--- config.mk ---
export PLATFORM = sky130hd
export DESIGN_NAME = stepper_ctrl_regs
export DESIGN_NICKNAME = d
export VERILOG_FILES = /design/src/hdl/stepper_ctrl_pkg.sv /design/src/hdl/stepper_ctrl_regs.sv
export SDC_FILE = /design/constraint.sdc
export NUM_CORES = 1
export LEC_CHECK = 0
export BUFFER_PORTS_ARGS = -buffer_cell sky130_fd_sc_hd__buf_2
export CORE_UTILIZATION = 40
export CTS_BUF_LIST = sky130_fd_sc_hd__clkbuf_8
export DETAILED_ROUTE_END_ITERATION = 8
export HOLD_SLACK_MARGIN = 0.08
export REMOVE_ABC_BUFFERS = 1
export SLEW_MARGIN = 20
export SYNTH_ARGS = -nofsm -noshare
export SYNTH_HDL_FRONTEND = slang
export SYNTH_SLANG_ARGS = --single-unit
--- constraint.sdc ---
create_clock -name clk -period 6.05 [get_ports clk]
set_input_delay 0 -clock clk [delete_from_list [all_inputs] [get_ports clk]]
set_output_delay 0 -clock clk [all_outputs]
set_load 0.005 [all_outputs]
--- src/hdl/stepper_ctrl_pkg.sv ---
// Constants for the stepper driver control-register bank and its serial port.
// Assumes 16-bit frames: command byte followed by data byte, MSB first.
package stepper_ctrl_pkg;
  // Full 5-bit register addresses (bank bit on top), then 4-bit nibble limits
  localparam logic [4:0] ADDR_MOTION = 5'h01;
  localparam logic [4:0] ADDR_CURRENT = 5'h02;
  localparam logic [4:0] ADDR_DRIVE = 5'h03;
  localparam logic [4:0] ADDR_TIMEOUT = 5'h04;
  localparam logic [4:0] ADDR_SPEED = 5'h05;
  localparam logic [4:0] ADDR_UVOLT = 5'h06;
  localparam logic [4:0] ADDR_BANK = 5'h07;
  localparam logic [4:0] ADDR_BOOST = 5'h14;
  localparam logic [3:0] ADDR_NOP = 4'h0;
  localparam logic [3:0] ADDR_LAST_CTRL = 4'h7;
  // Reset values
  localparam logic [7:0] RST_MOTION = 8'h00;
  localparam logic [7:0] RST_CURRENT = 8'h00;
  localparam logic [7:0] RST_DRIVE = 8'h20;
  localparam logic [7:0] RST_TIMEOUT = 8'h10;
  localparam logic [7:0] RST_SPEED = 8'h00;
  localparam logic [7:0] RST_UVOLT = 8'h00;
  localparam logic [7:0] RST_BANK = 8'h00;
  localparam logic [7:0] RST_BOOST = 8'h04;
  // Field positions
  localparam int DIR_POL_BIT = 7;
  localparam int RUN_HOLD_POL_BIT = 6;
  localparam int SOFT_STEP_BIT = 5;
  localparam int BRIDGE_EN_BIT = 4;
  localparam int ENH_BEMF_BIT = 7;
  localparam int AUTO_DIAG_BIT = 6;
  localparam int SLEEP_BIT = 3;
  localparam int BANK_SELECT_BIT = 7;
  localparam int GAIN_SELECT_BIT = 6;
  localparam logic [7:0] BOOST_USED_MASK = 8'h1f;
  // Frame geometry and synchroniser depth
  localparam int FRAME_BITS = 16;
  localparam int SYNC_STAGES = 2;
endpackage

--- src/hdl/stepper_ctrl_regs.sv ---
// Control-register bank of a stepper driver, reached over a 16-bit serial slave port.
// Assumes the serial pins come from outside the clk domain and are much slower
// than clk; speed_value and full_step_pulse come from logic on clk.
// Notes on behaviour
// - Every control register can be written and read back over the serial port.
// - Each frame returns contents of the addresses received in the last completed frame.
// - First frame after reset returns all zeros, from address zero; the master ignores it.
// - Direction polarity bit set inverts the direction pin.
// - Hold state is active when run/hold pin equals its polarity bit.
// - Writing the soft step bit as one advances the position table one step.
// - H-bridges are enabled only while the bridge enable bit is set.
// - Stall threshold sets stall level; zero disables stall detection.
// - Coil current comes from hold nibble in hold, run nibble in run.
// - Enhanced back-EMF measurement is active while its enable bit is set.
// - With auto diagnostic enabled, a rising bridge enable starts a diagnostic.
// - Two-bit slew select sets switching slope and resets to binary 10.
// - Writing the sleep bit as one places the device in sleep.
// - Period difference above stall timeout triggers a back-EMF stall sample.
// - Back-EMF and stall detection run only while speed is at most threshold.
// - One register holds both undervoltage levels, upper and lower nibble.
// - Bank select bit is prepended to every received 4-bit address.
// - Back-EMF gain select picks scale one half or one quarter.
// - Writes happen only via the upper address nibble; contents return next access.
// - Data shifts out on falling serial clock and is sampled on rising.
// - In sleep only a chip-select falling edge wakes, clearing the sleep bit.
// - Address nibble zero is a no-operation answering all zeros.
`timescale 1ns/1ps
`default_nettype none

module stepper_ctrl_regs
  import stepper_ctrl_pkg::*;
#(
  parameter int TICK_CYCLES = 100,
  parameter int PERIOD_WIDTH = 16
) (
  input wire logic clk,
  input wire logic rst,
  input wire logic cs_n_pin,
  input wire logic sclk_pin,
  input wire logic sdi_pin,
  output logic sdo,
  output logic sdo_oe,
  input wire logic direction_pin,
  input wire logic run_hold_pin,
  input wire logic [7:0] speed_value,
  input wire logic full_step_pulse,
  output logic step_direction,
  output logic hold_state,
  output logic soft_step,
  output logic bridges_enabled,
  output logic stall_detect_enable,
  output logic [3:0] stall_level,
  output logic [3:0] coil_current,
  output logic enhanced_backemf_on,
  output logic backemf_measure_enable,
  output logic diag_start,
  output logic [1:0] slew_select,
  output logic sleep_active,
  output logic [2:0] step_mode_select,
  output logic [7:0] stall_timeout,
  output logic backemf_sample,
  output logic [3:0] undervoltage1_level,
  output logic [3:0] undervoltage2_level,
  output logic backemf_gain_quarter,
  output logic [5:0] interrupt_enables,
  output logic [4:0] boost_open_setting
);

  logic [7:0] motion_polarity_control;
  logic [7:0] coil_current_setting;
  logic [7:0] drive_mode_setting;
  logic [7:0] stall_timeout_setting;
  logic [7:0] speed_threshold_setting;
  logic [7:0] undervoltage_levels;
  logic [7:0] bank_gain_interrupt_enables;
  logic [7:0] boost_open_coil_setting;

  // Pin synchronisers; stage 0 feeds only stage 1
  logic [SYNC_STAGES-1:0] cs_sync, sclk_sync, sdi_sync, dir_sync, rhb_sync;
  logic cs_prev, sclk_prev;
  always_ff @(posedge clk) begin
    if (rst) begin
      cs_sync <= '1;
      sclk_sync <= '0;
      sdi_sync <= '0;
      dir_sync <= '0;
      rhb_sync <= '0;
      cs_prev <= 1'b1;
      sclk_prev <= 1'b0;
    end else begin
      cs_sync <= {cs_sync[0], cs_n_pin};
      sclk_sync <= {sclk_sync[0], sclk_pin};
      sdi_sync <= {sdi_sync[0], sdi_pin};
      dir_sync <= {dir_sync[0], direction_pin};
      rhb_sync <= {rhb_sync[0], run_hold_pin};
      cs_prev <= cs_sync[1];
      sclk_prev <= sclk_sync[1];
    end
  end

  logic cs_fall, cs_rise, sclk_rise, sclk_fall, cs_active;
  assign cs_active = ~cs_sync[1];
  assign cs_fall = cs_prev & ~cs_sync[1];
  assign cs_rise = ~cs_prev & cs_sync[1];
  assign sclk_rise = cs_active & ~sclk_prev & sclk_sync[1];
  assign sclk_fall = cs_active & sclk_prev & ~sclk_sync[1];

  // Bank bit on top of a nibble
  function automatic logic [4:0] full_addr(input logic [3:0] nib, input logic bank);
    full_addr = {bank, nib};
  endfunction

  // Register read decode; status and nop addresses answer zero
  function automatic logic [7:0] read_reg(input logic [4:0] a);
    case (a)
      ADDR_MOTION, ADDR_MOTION | 5'h10: read_reg = motion_polarity_control;
      ADDR_CURRENT, ADDR_CURRENT | 5'h10: read_reg = coil_current_setting;
      ADDR_DRIVE, ADDR_DRIVE | 5'h10: read_reg = drive_mode_setting;
      ADDR_TIMEOUT: read_reg = stall_timeout_setting;
      ADDR_SPEED, ADDR_SPEED | 5'h10: read_reg = speed_threshold_setting;
      ADDR_UVOLT, ADDR_UVOLT | 5'h10: read_reg = undervoltage_levels;
      ADDR_BANK, ADDR_BANK | 5'h10: read_reg = bank_gain_interrupt_enables;
      ADDR_BOOST: read_reg = boost_open_coil_setting & BOOST_USED_MASK;
      default: read_reg = 8'h00;
    endcase
  endfunction

  // Shift register: loads the answer, shifts in data on rising clock
  logic [FRAME_BITS-1:0] shifter;
  logic [4:0] bit_count;
  logic frame_live;
  logic [4:0] last_hi, last_lo;
  logic frame_done;
  logic [FRAME_BITS-1:0] answer;
  // A process, not an assign: the function reads registers that are not its arguments
  always_comb begin
    answer = {read_reg(last_hi), read_reg(last_lo)};
  end
  assign frame_done = cs_rise & frame_live & (bit_count[3:0] == 4'h0) & (bit_count != 5'd0);

  always_ff @(posedge clk) begin
    if (rst) begin
      shifter <= '0;
      bit_count <= '0;
      frame_live <= 1'b0;
    end else if (cs_fall) begin
      shifter <= answer;
      bit_count <= '0;
      frame_live <= ~sleep_active; // Frames are lost while asleep
    end else if (sclk_rise) begin
      shifter <= {shifter[FRAME_BITS-2:0], sdi_sync[1]};
      // Wraps every frame so daisy chains of 16-bit multiples still qualify
      bit_count <= {bit_count[4] | (bit_count[3:0] == 4'hf), bit_count[3:0] + 4'h1};
    end
  end

  // Serial output, changing on select fall and falling clock only
  always_ff @(posedge clk) begin
    if (rst) begin
      sdo <= 1'b0;
      sdo_oe <= 1'b0;
    end else begin
      sdo_oe <= cs_active & ~sleep_active;
      if (cs_fall) begin
        sdo <= answer[FRAME_BITS-1];
      end else if (sclk_fall) begin
        sdo <= shifter[FRAME_BITS-1];
      end
    end
  end

  // Address pair remembered for the next answer; zero after reset
  logic [4:0] rx_hi, rx_lo;
  logic write_hit;
  assign rx_hi = full_addr(shifter[15:12], bank_gain_interrupt_enables[BANK_SELECT_BIT]);
  assign rx_lo = full_addr(shifter[11:8], bank_gain_interrupt_enables[BANK_SELECT_BIT]);
  // Only the first nibble writes; status and nop nibbles never do
  assign write_hit = frame_done && shifter[15:12] != ADDR_NOP
    && shifter[15:12] <= ADDR_LAST_CTRL;
  always_ff @(posedge clk) begin
    if (rst) begin
      last_hi <= '0;
      last_lo <= '0;
    end else if (frame_done) begin
      last_hi <= rx_hi;
      last_lo <= rx_lo;
    end
  end

  // Register writes; bank twins share storage, except nibble 4 (timeout in bank 0, boost in bank 1)
  always_ff @(posedge clk) begin
    if (rst) begin
      motion_polarity_control <= RST_MOTION;
      coil_current_setting <= RST_CURRENT;
      drive_mode_setting <= RST_DRIVE;
      stall_timeout_setting <= RST_TIMEOUT;
      speed_threshold_setting <= RST_SPEED;
      undervoltage_levels <= RST_UVOLT;
      bank_gain_interrupt_enables <= RST_BANK;
      boost_open_coil_setting <= RST_BOOST;
    end else begin
      if (write_hit) begin
        case (rx_hi)
          ADDR_MOTION, ADDR_MOTION | 5'h10: motion_polarity_control <= shifter[7:0];
          ADDR_CURRENT, ADDR_CURRENT | 5'h10: coil_current_setting <= shifter[7:0];
          ADDR_DRIVE, ADDR_DRIVE | 5'h10: drive_mode_setting <= shifter[7:0];
          ADDR_TIMEOUT: stall_timeout_setting <= shifter[7:0];
          ADDR_SPEED, ADDR_SPEED | 5'h10: speed_threshold_setting <= shifter[7:0];
          ADDR_UVOLT, ADDR_UVOLT | 5'h10: undervoltage_levels <= shifter[7:0];
          ADDR_BANK, ADDR_BANK | 5'h10: bank_gain_interrupt_enables <= shifter[7:0];
          ADDR_BOOST: boost_open_coil_setting <= shifter[7:0] & BOOST_USED_MASK;
          default: ;
        endcase
      end else if (cs_fall && sleep_active) begin
        // Wake cannot collide with a write: no frame completes while asleep
        drive_mode_setting[SLEEP_BIT] <= 1'b0;
      end
    end
  end

  // Soft step and diagnostic start pulses
  logic bridge_prev;
  always_ff @(posedge clk) begin
    if (rst) begin
      soft_step <= 1'b0;
      diag_start <= 1'b0;
      bridge_prev <= 1'b0;
    end else begin
      soft_step <= write_hit && (rx_hi[3:0] == ADDR_MOTION[3:0])
        && shifter[SOFT_STEP_BIT];
      bridge_prev <= motion_polarity_control[BRIDGE_EN_BIT];
      diag_start <= drive_mode_setting[AUTO_DIAG_BIT]
        & motion_polarity_control[BRIDGE_EN_BIT] & ~bridge_prev;
    end
  end

  // Decoded controls toward the motor logic
  logic speed_ok, hold_now;
  assign speed_ok = speed_value <= speed_threshold_setting;
  assign hold_now = ~(rhb_sync[1] ^ motion_polarity_control[RUN_HOLD_POL_BIT]);
  always_ff @(posedge clk) begin
    if (rst) begin
      step_direction <= 1'b0;
      hold_state <= 1'b0;
      bridges_enabled <= 1'b0;
      stall_detect_enable <= 1'b0;
      stall_level <= '0;
      coil_current <= '0;
      enhanced_backemf_on <= 1'b0;
      backemf_measure_enable <= 1'b0;
      slew_select <= '0;
      sleep_active <= 1'b0;
      step_mode_select <= '0;
      stall_timeout <= '0;
      undervoltage1_level <= '0;
      undervoltage2_level <= '0;
      backemf_gain_quarter <= 1'b0;
      interrupt_enables <= '0;
      boost_open_setting <= '0;
    end else begin
      step_direction <= dir_sync[1] ^ motion_polarity_control[DIR_POL_BIT];
      hold_state <= hold_now;
      // Sleep overrides the bridge enable, whose value is kept
      bridges_enabled <= motion_polarity_control[BRIDGE_EN_BIT]
        & ~drive_mode_setting[SLEEP_BIT];
      stall_detect_enable <= (motion_polarity_control[3:0] != 4'h0) & speed_ok;
      stall_level <= motion_polarity_control[3:0];
      coil_current <= hold_now ? coil_current_setting[7:4]
        : coil_current_setting[3:0];
      enhanced_backemf_on <= drive_mode_setting[ENH_BEMF_BIT];
      backemf_measure_enable <= speed_ok;
      slew_select <= drive_mode_setting[5:4];
      sleep_active <= drive_mode_setting[SLEEP_BIT];
      step_mode_select <= drive_mode_setting[2:0];
      stall_timeout <= stall_timeout_setting;
      undervoltage1_level <= undervoltage_levels[7:4];
      undervoltage2_level <= undervoltage_levels[3:0];
      backemf_gain_quarter <= bank_gain_interrupt_enables[GAIN_SELECT_BIT];
      interrupt_enables <= bank_gain_interrupt_enables[5:0];
      boost_open_setting <= boost_open_coil_setting[4:0];
    end
  end

  // Full-step period in ticks, compared with the previous period
  logic [15:0] tick_count;
  logic [PERIOD_WIDTH-1:0] period_now, period_prev, period_diff;
  logic tick;
  assign tick = tick_count == 16'(TICK_CYCLES - 1);
  assign period_diff = period_now > period_prev ? period_now - period_prev
    : period_prev - period_now;
  always_ff @(posedge clk) begin
    if (rst) begin
      tick_count <= '0;
      period_now <= '0;
      period_prev <= '0;
      backemf_sample <= 1'b0;
    end else begin
      tick_count <= tick ? 16'h0000 : tick_count + 16'h0001;
      backemf_sample <= 1'b0;
      if (full_step_pulse) begin
        period_prev <= period_now;
        period_now <= '0;
        // Stall is verified only where detection is permitted
        backemf_sample <= stall_detect_enable
          && period_diff > PERIOD_WIDTH'(stall_timeout_setting);
      end else if (tick && period_now != '1) begin
        period_now <= period_now + 1'b1; // Saturates so long stops stay large
      end
    end
  end

endmodule

`default_nettype wire

---- After elaboration in Yosys (flattened, before gate mapping) ----
Index checks and enable logic that the tools add are counted.
word-level totals
  register bits after elaboration ......... 207
  logic and storage cells ................. 185
cells by class
  add/subtract/negate cells ............... 5
  $lt $le $gt $ge ......................... 4
  eq/ne operators ......................... 47
  muxes and demuxes ....................... 11
  bitwise gates (word level) .............. 26
  reduce and logical (&&, ||, !) cells .... 45
operators with widths
  operator                                         count
  one-hot mux 8 bit (8 select lines)               2
  == test 5 bit (second input constant)            21
  == test 5 x 3 -> 1 bit (second input constant)   12
  two-way mux 16 bit                               3
  OR reduction 2 bit                               22
  adder 16 x 1 -> 16 bit (second input constant)   2
  subtractor 16 bit                                2
  == test 5 x 2 -> 1 bit (second input constant)   6
  AND reduction 2 bit                              9
  == test 16 x 7 -> 1 bit (second input constant)  1
  > comparator 16 bit                              1
  > comparator 16 x 8 -> 1 bit                     1
  != test 16 bit (second input constant)           1
  == test 5 x 1 -> 1 bit (second input constant)   3
  AND 1 bit                                        14
  inverter 1 bit                                   9
  less-or-equal comparator 8 bit                   1
  two-way mux 4 bit                                2
  nonzero test 4 bit                               2
  logical AND 1 bit                                7
  nonzero test 2 bit                               3
  nonzero test 5 bit                               1
  adder 4 x 1 -> 4 bit (second input constant)     1
  == test 4 x 1 -> 1 bit (second input constant)   1
  7 further kinds                                  11

---- Longest topological paths before layout ----
  word-level depth ........................ 9
  gate-level depth with buffers ........... 21

---- Worst setup path after synthesis ----
No wires, ideal clock.
  path type ............................... register to register
  start ................................... reg period_now[11]
  end ..................................... reg backemf_sample
  setup time .............................. 115 ps
  arrival ................................. 3674 ps
  required time ........................... 5935 ps
  path slack .............................. 2261 ps
  stages on the path, launching flop included .. 21
  buffers on the path ..................... 3
  cells stage by stage .................... dfxtp_1 > inv_1 > ha_1 > buf_6 > nand4_4 > or3_4 > nor4_4 > a21oi_2 > buf_6 > buf_4 > a211oi_1 > a21oi_1 > xor2_1 > ha_1 > a21o_1 > a21o_1 > a21oi_1 > o21ai_0 > o21ai_0 > nand4_1 > o21a_1
between the ends
  word-level cells in the longest chain between the ends .. 4
  elaborated cells between the ends (all ways) .. 6
  those cells by class .................... 2 x add/sub; 2 x order compare; 1 x mux; 1 x reduce/logical
RTL lines
  element                                    RTL line                  source
  start, declared                            stepper_ctrl_regs.sv:286  logic [PERIOD_WIDTH-1:0] period_now, period_prev, period_diff;
  start signal, assigned                     stepper_ctrl_regs.sv:307  period_now <= period_now + 1'b1;
  subtractor 16 bit (tied with other cells)  stepper_ctrl_regs.sv:290  : period_prev - period_now;
  two-way mux 16 bit *                       stepper_ctrl_regs.sv:289  assign period_diff = period_now > period_prev ? period_now - period_prev
  > comparator 16 x 8 -> 1 bit *             stepper_ctrl_regs.sv:305  && period_diff > PERIOD_WIDTH'(stall_timeout_setting);
  logical AND 1 bit *                        stepper_ctrl_regs.sv:305
  end signal, assigned                       stepper_ctrl_regs.sv:304  backemf_sample <= stall_detect_enable
  end, declared                              stepper_ctrl_regs.sv:61   output logic backemf_sample,
Every way passes the cells marked *; elsewhere a longest branch is shown, timed or not.
A chain may end at the register's enable or synchronous reset.

---- Final worst setup path ----
  start ................................... reg period_now[10]
  end ..................................... reg backemf_sample
The elaborated chain is that of the path after synthesis.

==> results <==
- The number of antenna violations at the first check in global routing is 0.
- Sequential cells were found to cover just under 40% of the synthesized design area.
- The kind of cell adding the most delay to the critical path is compound AO/OA/AOI/OAI gates.
- For this configuration, the core starts out at a cell density of between 40% and 50%.
- The leakage power is 4.73 nW.
- The post-route core utilization is 46.8%.
- The number of buffers and inverters on the critical path is 2.
- The initial DRC count is between 500 and 600.
- The count of state elements after synthesis is approximately 210.
- Counting every sink on the clock net gives about 210.
- The top cell type's share of synthesized area is 39.7%.
- The largest fanout of any net on the critical path is 13.
- The clock tree from TritonCTS is built.
- The count of endpoints failing hold in the final timing report came to 0.
- The most common cell in the synthesized netlist is sky130_fd_sc_hd__dfxtp_1.
- The critical path runs through a total of 18 cells.
- The predominant post-synthesis flop cell is sky130_fd_sc_hd__dfxtp_1.
- The number of enable-type register cells in the synthesized netlist is 0.
- The number of nets with antenna violations after detailed routing is 0.
- The weighted congestion reported at the end of routability-driven placement is 0.951.
- The average wire length per cell after detail routing is between 15 and 20 µm.
- The tool flagged a number of max-cap violations equal to 0.
- The number of stages on the worst hold path is 5.
- The die span in x is 163 µm.
- STA classifies the critical path endpoint as a flop.
- The latest clock arrival within the worst-skew pair is 520 ps.
- After detailed placement, the design holds a cell count of ~1,500.
- In the synthesized netlist the async set-or-reset flop fraction comes to 0%.
- The final period utilization is between 70% and 80%.
- Subtracting the final worst setup slack from the clock period gives around 4200 ps.
- The die covers roughly 27,000 µm².
- The synthesis warning total is 0.
- The max-slew violation count came to 0.
- The largest vdd supply drop is 0.000173 V.
- Based on the critical path, the design can be clocked at up to 0.236 GHz.
- In this run the tightest slew margin relative to its limit is roughly 28%.
- The number of CTS-inserted buffers is 38.
- The area added between synthesis and finish is 14.2%.
- Using the TritonRoute via totals, the vias-per-cell ratio works out to roughly 5.2.
- The worst setup path is launched from a flop.
- In this run the number of H-tree levels came out at 2.
- 0 antenna diodes ended up in the layout.
- For this design the ratio of total power to cell area is 245 nW/µm².
- The number of global-route vias before repair is roughly 8,000.
- The core region is between 20,000 and 30,000 µm².
- The cell type contributing the most total cell area after synthesis is sky130_fd_sc_hd__dfxtp_1.
- Sorting the synthesized cells by how often they occur yields sky130_fd_sc_hd__dfxtp_1 (206), sky130_fd_sc_hd__nor2_1 (184), sky130_fd_sc_hd__mux2i_1 (93).
- In the final timing run, aggregate negative setup slack is 0 ps.
- The hold buffer count at cts is 16.
- Counting cells, the worst reg-to-reg path comes to 18.
- The post-CTS setup buffer count is 0.
- The number of different library cells used by synthesis comes to between 60 and 70.
- The fraction of layout instances using a drive strength above 1 is about an eighth.
- No sink is reached through more buffers than the 3 on the longest clock path.
- For the pin with the worst max-slew slack, the measured transition is 1070 ps.
- The slowest cell on the critical path is sky130_fd_sc_hd__ha_1.
- The total routing usage reported by global routing is roughly 20%.
- The root buffer cell chosen for the clock tree is sky130_fd_sc_hd__clkbuf_8.
- The gate count of the mapped netlist is 1,210.
- The routed design has around 26 mm of wire.
- In the routed design, unresolved DRC markers number 0.
- After clock tree synthesis, the clock-pin slew on the worst setup and hold paths is 60 ps.
- On the worst path, the slowest cell contributes a delay of roughly 510 ps.
- The cell area that synthesis handed to floorplanning was approximately 10,000 µm².
- The total overflow left after global routing is 0.
- Port buffering added roughly 70 buffers.
- The flow ran to the end, and the final reports show no timing, DRC or antenna violations.
- The die is 163 µm tall.
- After synthesis, the cell types taking the most area are sky130_fd_sc_hd__dfxtp_1 (40%), sky130_fd_sc_hd__mux2i_1 (9.0%), sky130_fd_sc_hd__nor2_1 (6.7%), sky130_fd_sc_hd__ha_1 (6.1%), sky130_fd_sc_hd__nand2_1 (3.3%).
- The critical path goes through inv_1 > ha_1 > nand4_4 > or3_4 > nor4_4 > a21oi_2 > buf_4 > a211oi_1 > a21oi_1 > xor2_1 > ha_1 > a21o_1 > a21o_1 > a21oi_1 > o21ai_0 > o21ai_0 > nand4_1 > o21a_1.
- Entering global routing, the biggest net connects between 90 and 100 pins.
- The first global-routing pass estimated 43.0 mm of wire.
- Data arrives at the worst endpoint at approximately 4700 ps.
- The total half-perimeter wirelength after legalization and detailed placement is ~19 mm.
- Summing internal, switching and leakage power gives 2.91 mW.
- The startpoint-to-endpoint class of the critical path is reg2reg.
- In this run the worst hold path is classified as in2reg.
- On the final layout, the worst clock skew is around 15 ps.
- The final net count is ~1,300.
- The count of cells resized by post-cts repair is 0.
- The average cell area after synthesis is 8.58 µm².
- The number of standard cells in the final layout excluding fillers is 1,620.
- In this run the core area contains slightly below 60 standard-cell rows.
- At the worst endpoint, the required time is around 6500 ps.
- Setup repair after global routing left no endpoint under its margin.
- In this run the count of I/O pins placed on the die edge is a little under 70.
- The count of TritonRoute iterations in the first routing pass is 5.
- Setup violations remaining at the end of the flow were counted as 0.
- The routed layout has roughly 8,500 vias.
-- power breakdown --
part	switching [mW]	internal, mW
combinational	0.0462	0.0316
sequential	0.0187	1.37
clock	0.562	0.882
-- per-stage QoR --
step	setup slack, ps	cell area, µm²	hold WS, ps
finish	1810	11900	141
global route	1440	11900	198
CTS	1760	11900	114
detailed placement	1780	10900	192
global placement	1900	10900	205
floorplan	2290	10100	66.7
-- registers in the layout, summed over array words and instances (netlist names), 6 cells and up --
register	count
period_now	16
period_prev	16
shifter	16
tick_count	16
bank_gain_interrupt_enables	8
coil_current_setting	8
drive_mode_setting	8
motion_polarity_control	8
speed_threshold_setting	8
stall_timeout	8
stall_timeout_setting	8
undervoltage_levels	8
interrupt_enables	6
-- worst paths after layout --
check | start | end | slack, ps
hold reg to reg | cs_sync[0] | cs_sync[1] | 420
setup / recovery | period_now[10] | backemf_sample | 1810
hold / removal | speed_value[4] | stall_detect_enable | 140
setup reg to reg | period_now[10] | backemf_sample | 1810
-- tightest hold or removal path: cells and delay by family --
kind                     cells  cell delay, ps
buffers and inverters        1              80
AND/OR/NAND/NOR              1              60
adder cells (fa/ha/maj)      1             230
AO/OA/AOI/OAI                2             220
-- placed cells by master (no fill, tap or decap), drive strengths merged, types with 5 or more instances in the layout --
master,synthesis,final
nand3,24,24
nor4,9,9
mux2,11,11
dfxtp,206,206
o21ai,53,53
or2,6,6
nand4,11,11
nor3b,6,6
a211oi,24,24
mux2i,93,93
a22oi,13,13
nor3,30,30
o22ai,8,8
xnor2,28,28
clkbuf,53,48
or3,6,6
inv,64,70
a211o,5,5
nor2,187,187
ha,51,51
dlygate4sd3,0,16
o31ai,6,6
a21oi,58,58
nor2b,53,53
xor2,19,19
buf,20,73
nand2b,9,9
and3,5,5
a21o,7,7
nand2,90,90
-- metal layers --
metal	vias up	routed length, µm	GRT usage, %
li1	4268	-	-
met1	3971	12700	27.2
met2	190	11500	31.2
met3	61	1310	4.14
met4	0	1020	8.54
met5	-	0	0
-- layout make-up --
| cell class | count | area [µm²] |
|---|---|---|
| Tap cell | 330 | 413 |
| Inverter | 64 | 240 |
| Timing Repair Buffer | 89 | 544 |
| Multi-Input combinational cell | 867 | 5700 |
| Clock buffer | 48 | 661 |
| Clock inverter | 16 | 178 |
| Sequential cell | 206 | 4120 |
| Fill cell | 2468 | 13500 |
-- logic make-up after synthesis --
kind of cell    synth area share [%]
mux                             10.8
flops                           39.7
compound gates                  13.1
fa+ha+maj                       6.53
xor+xnor                        3.96
simple gates                    20.5
buf+inv                         5.36
(Power assumes the default switching activity.)
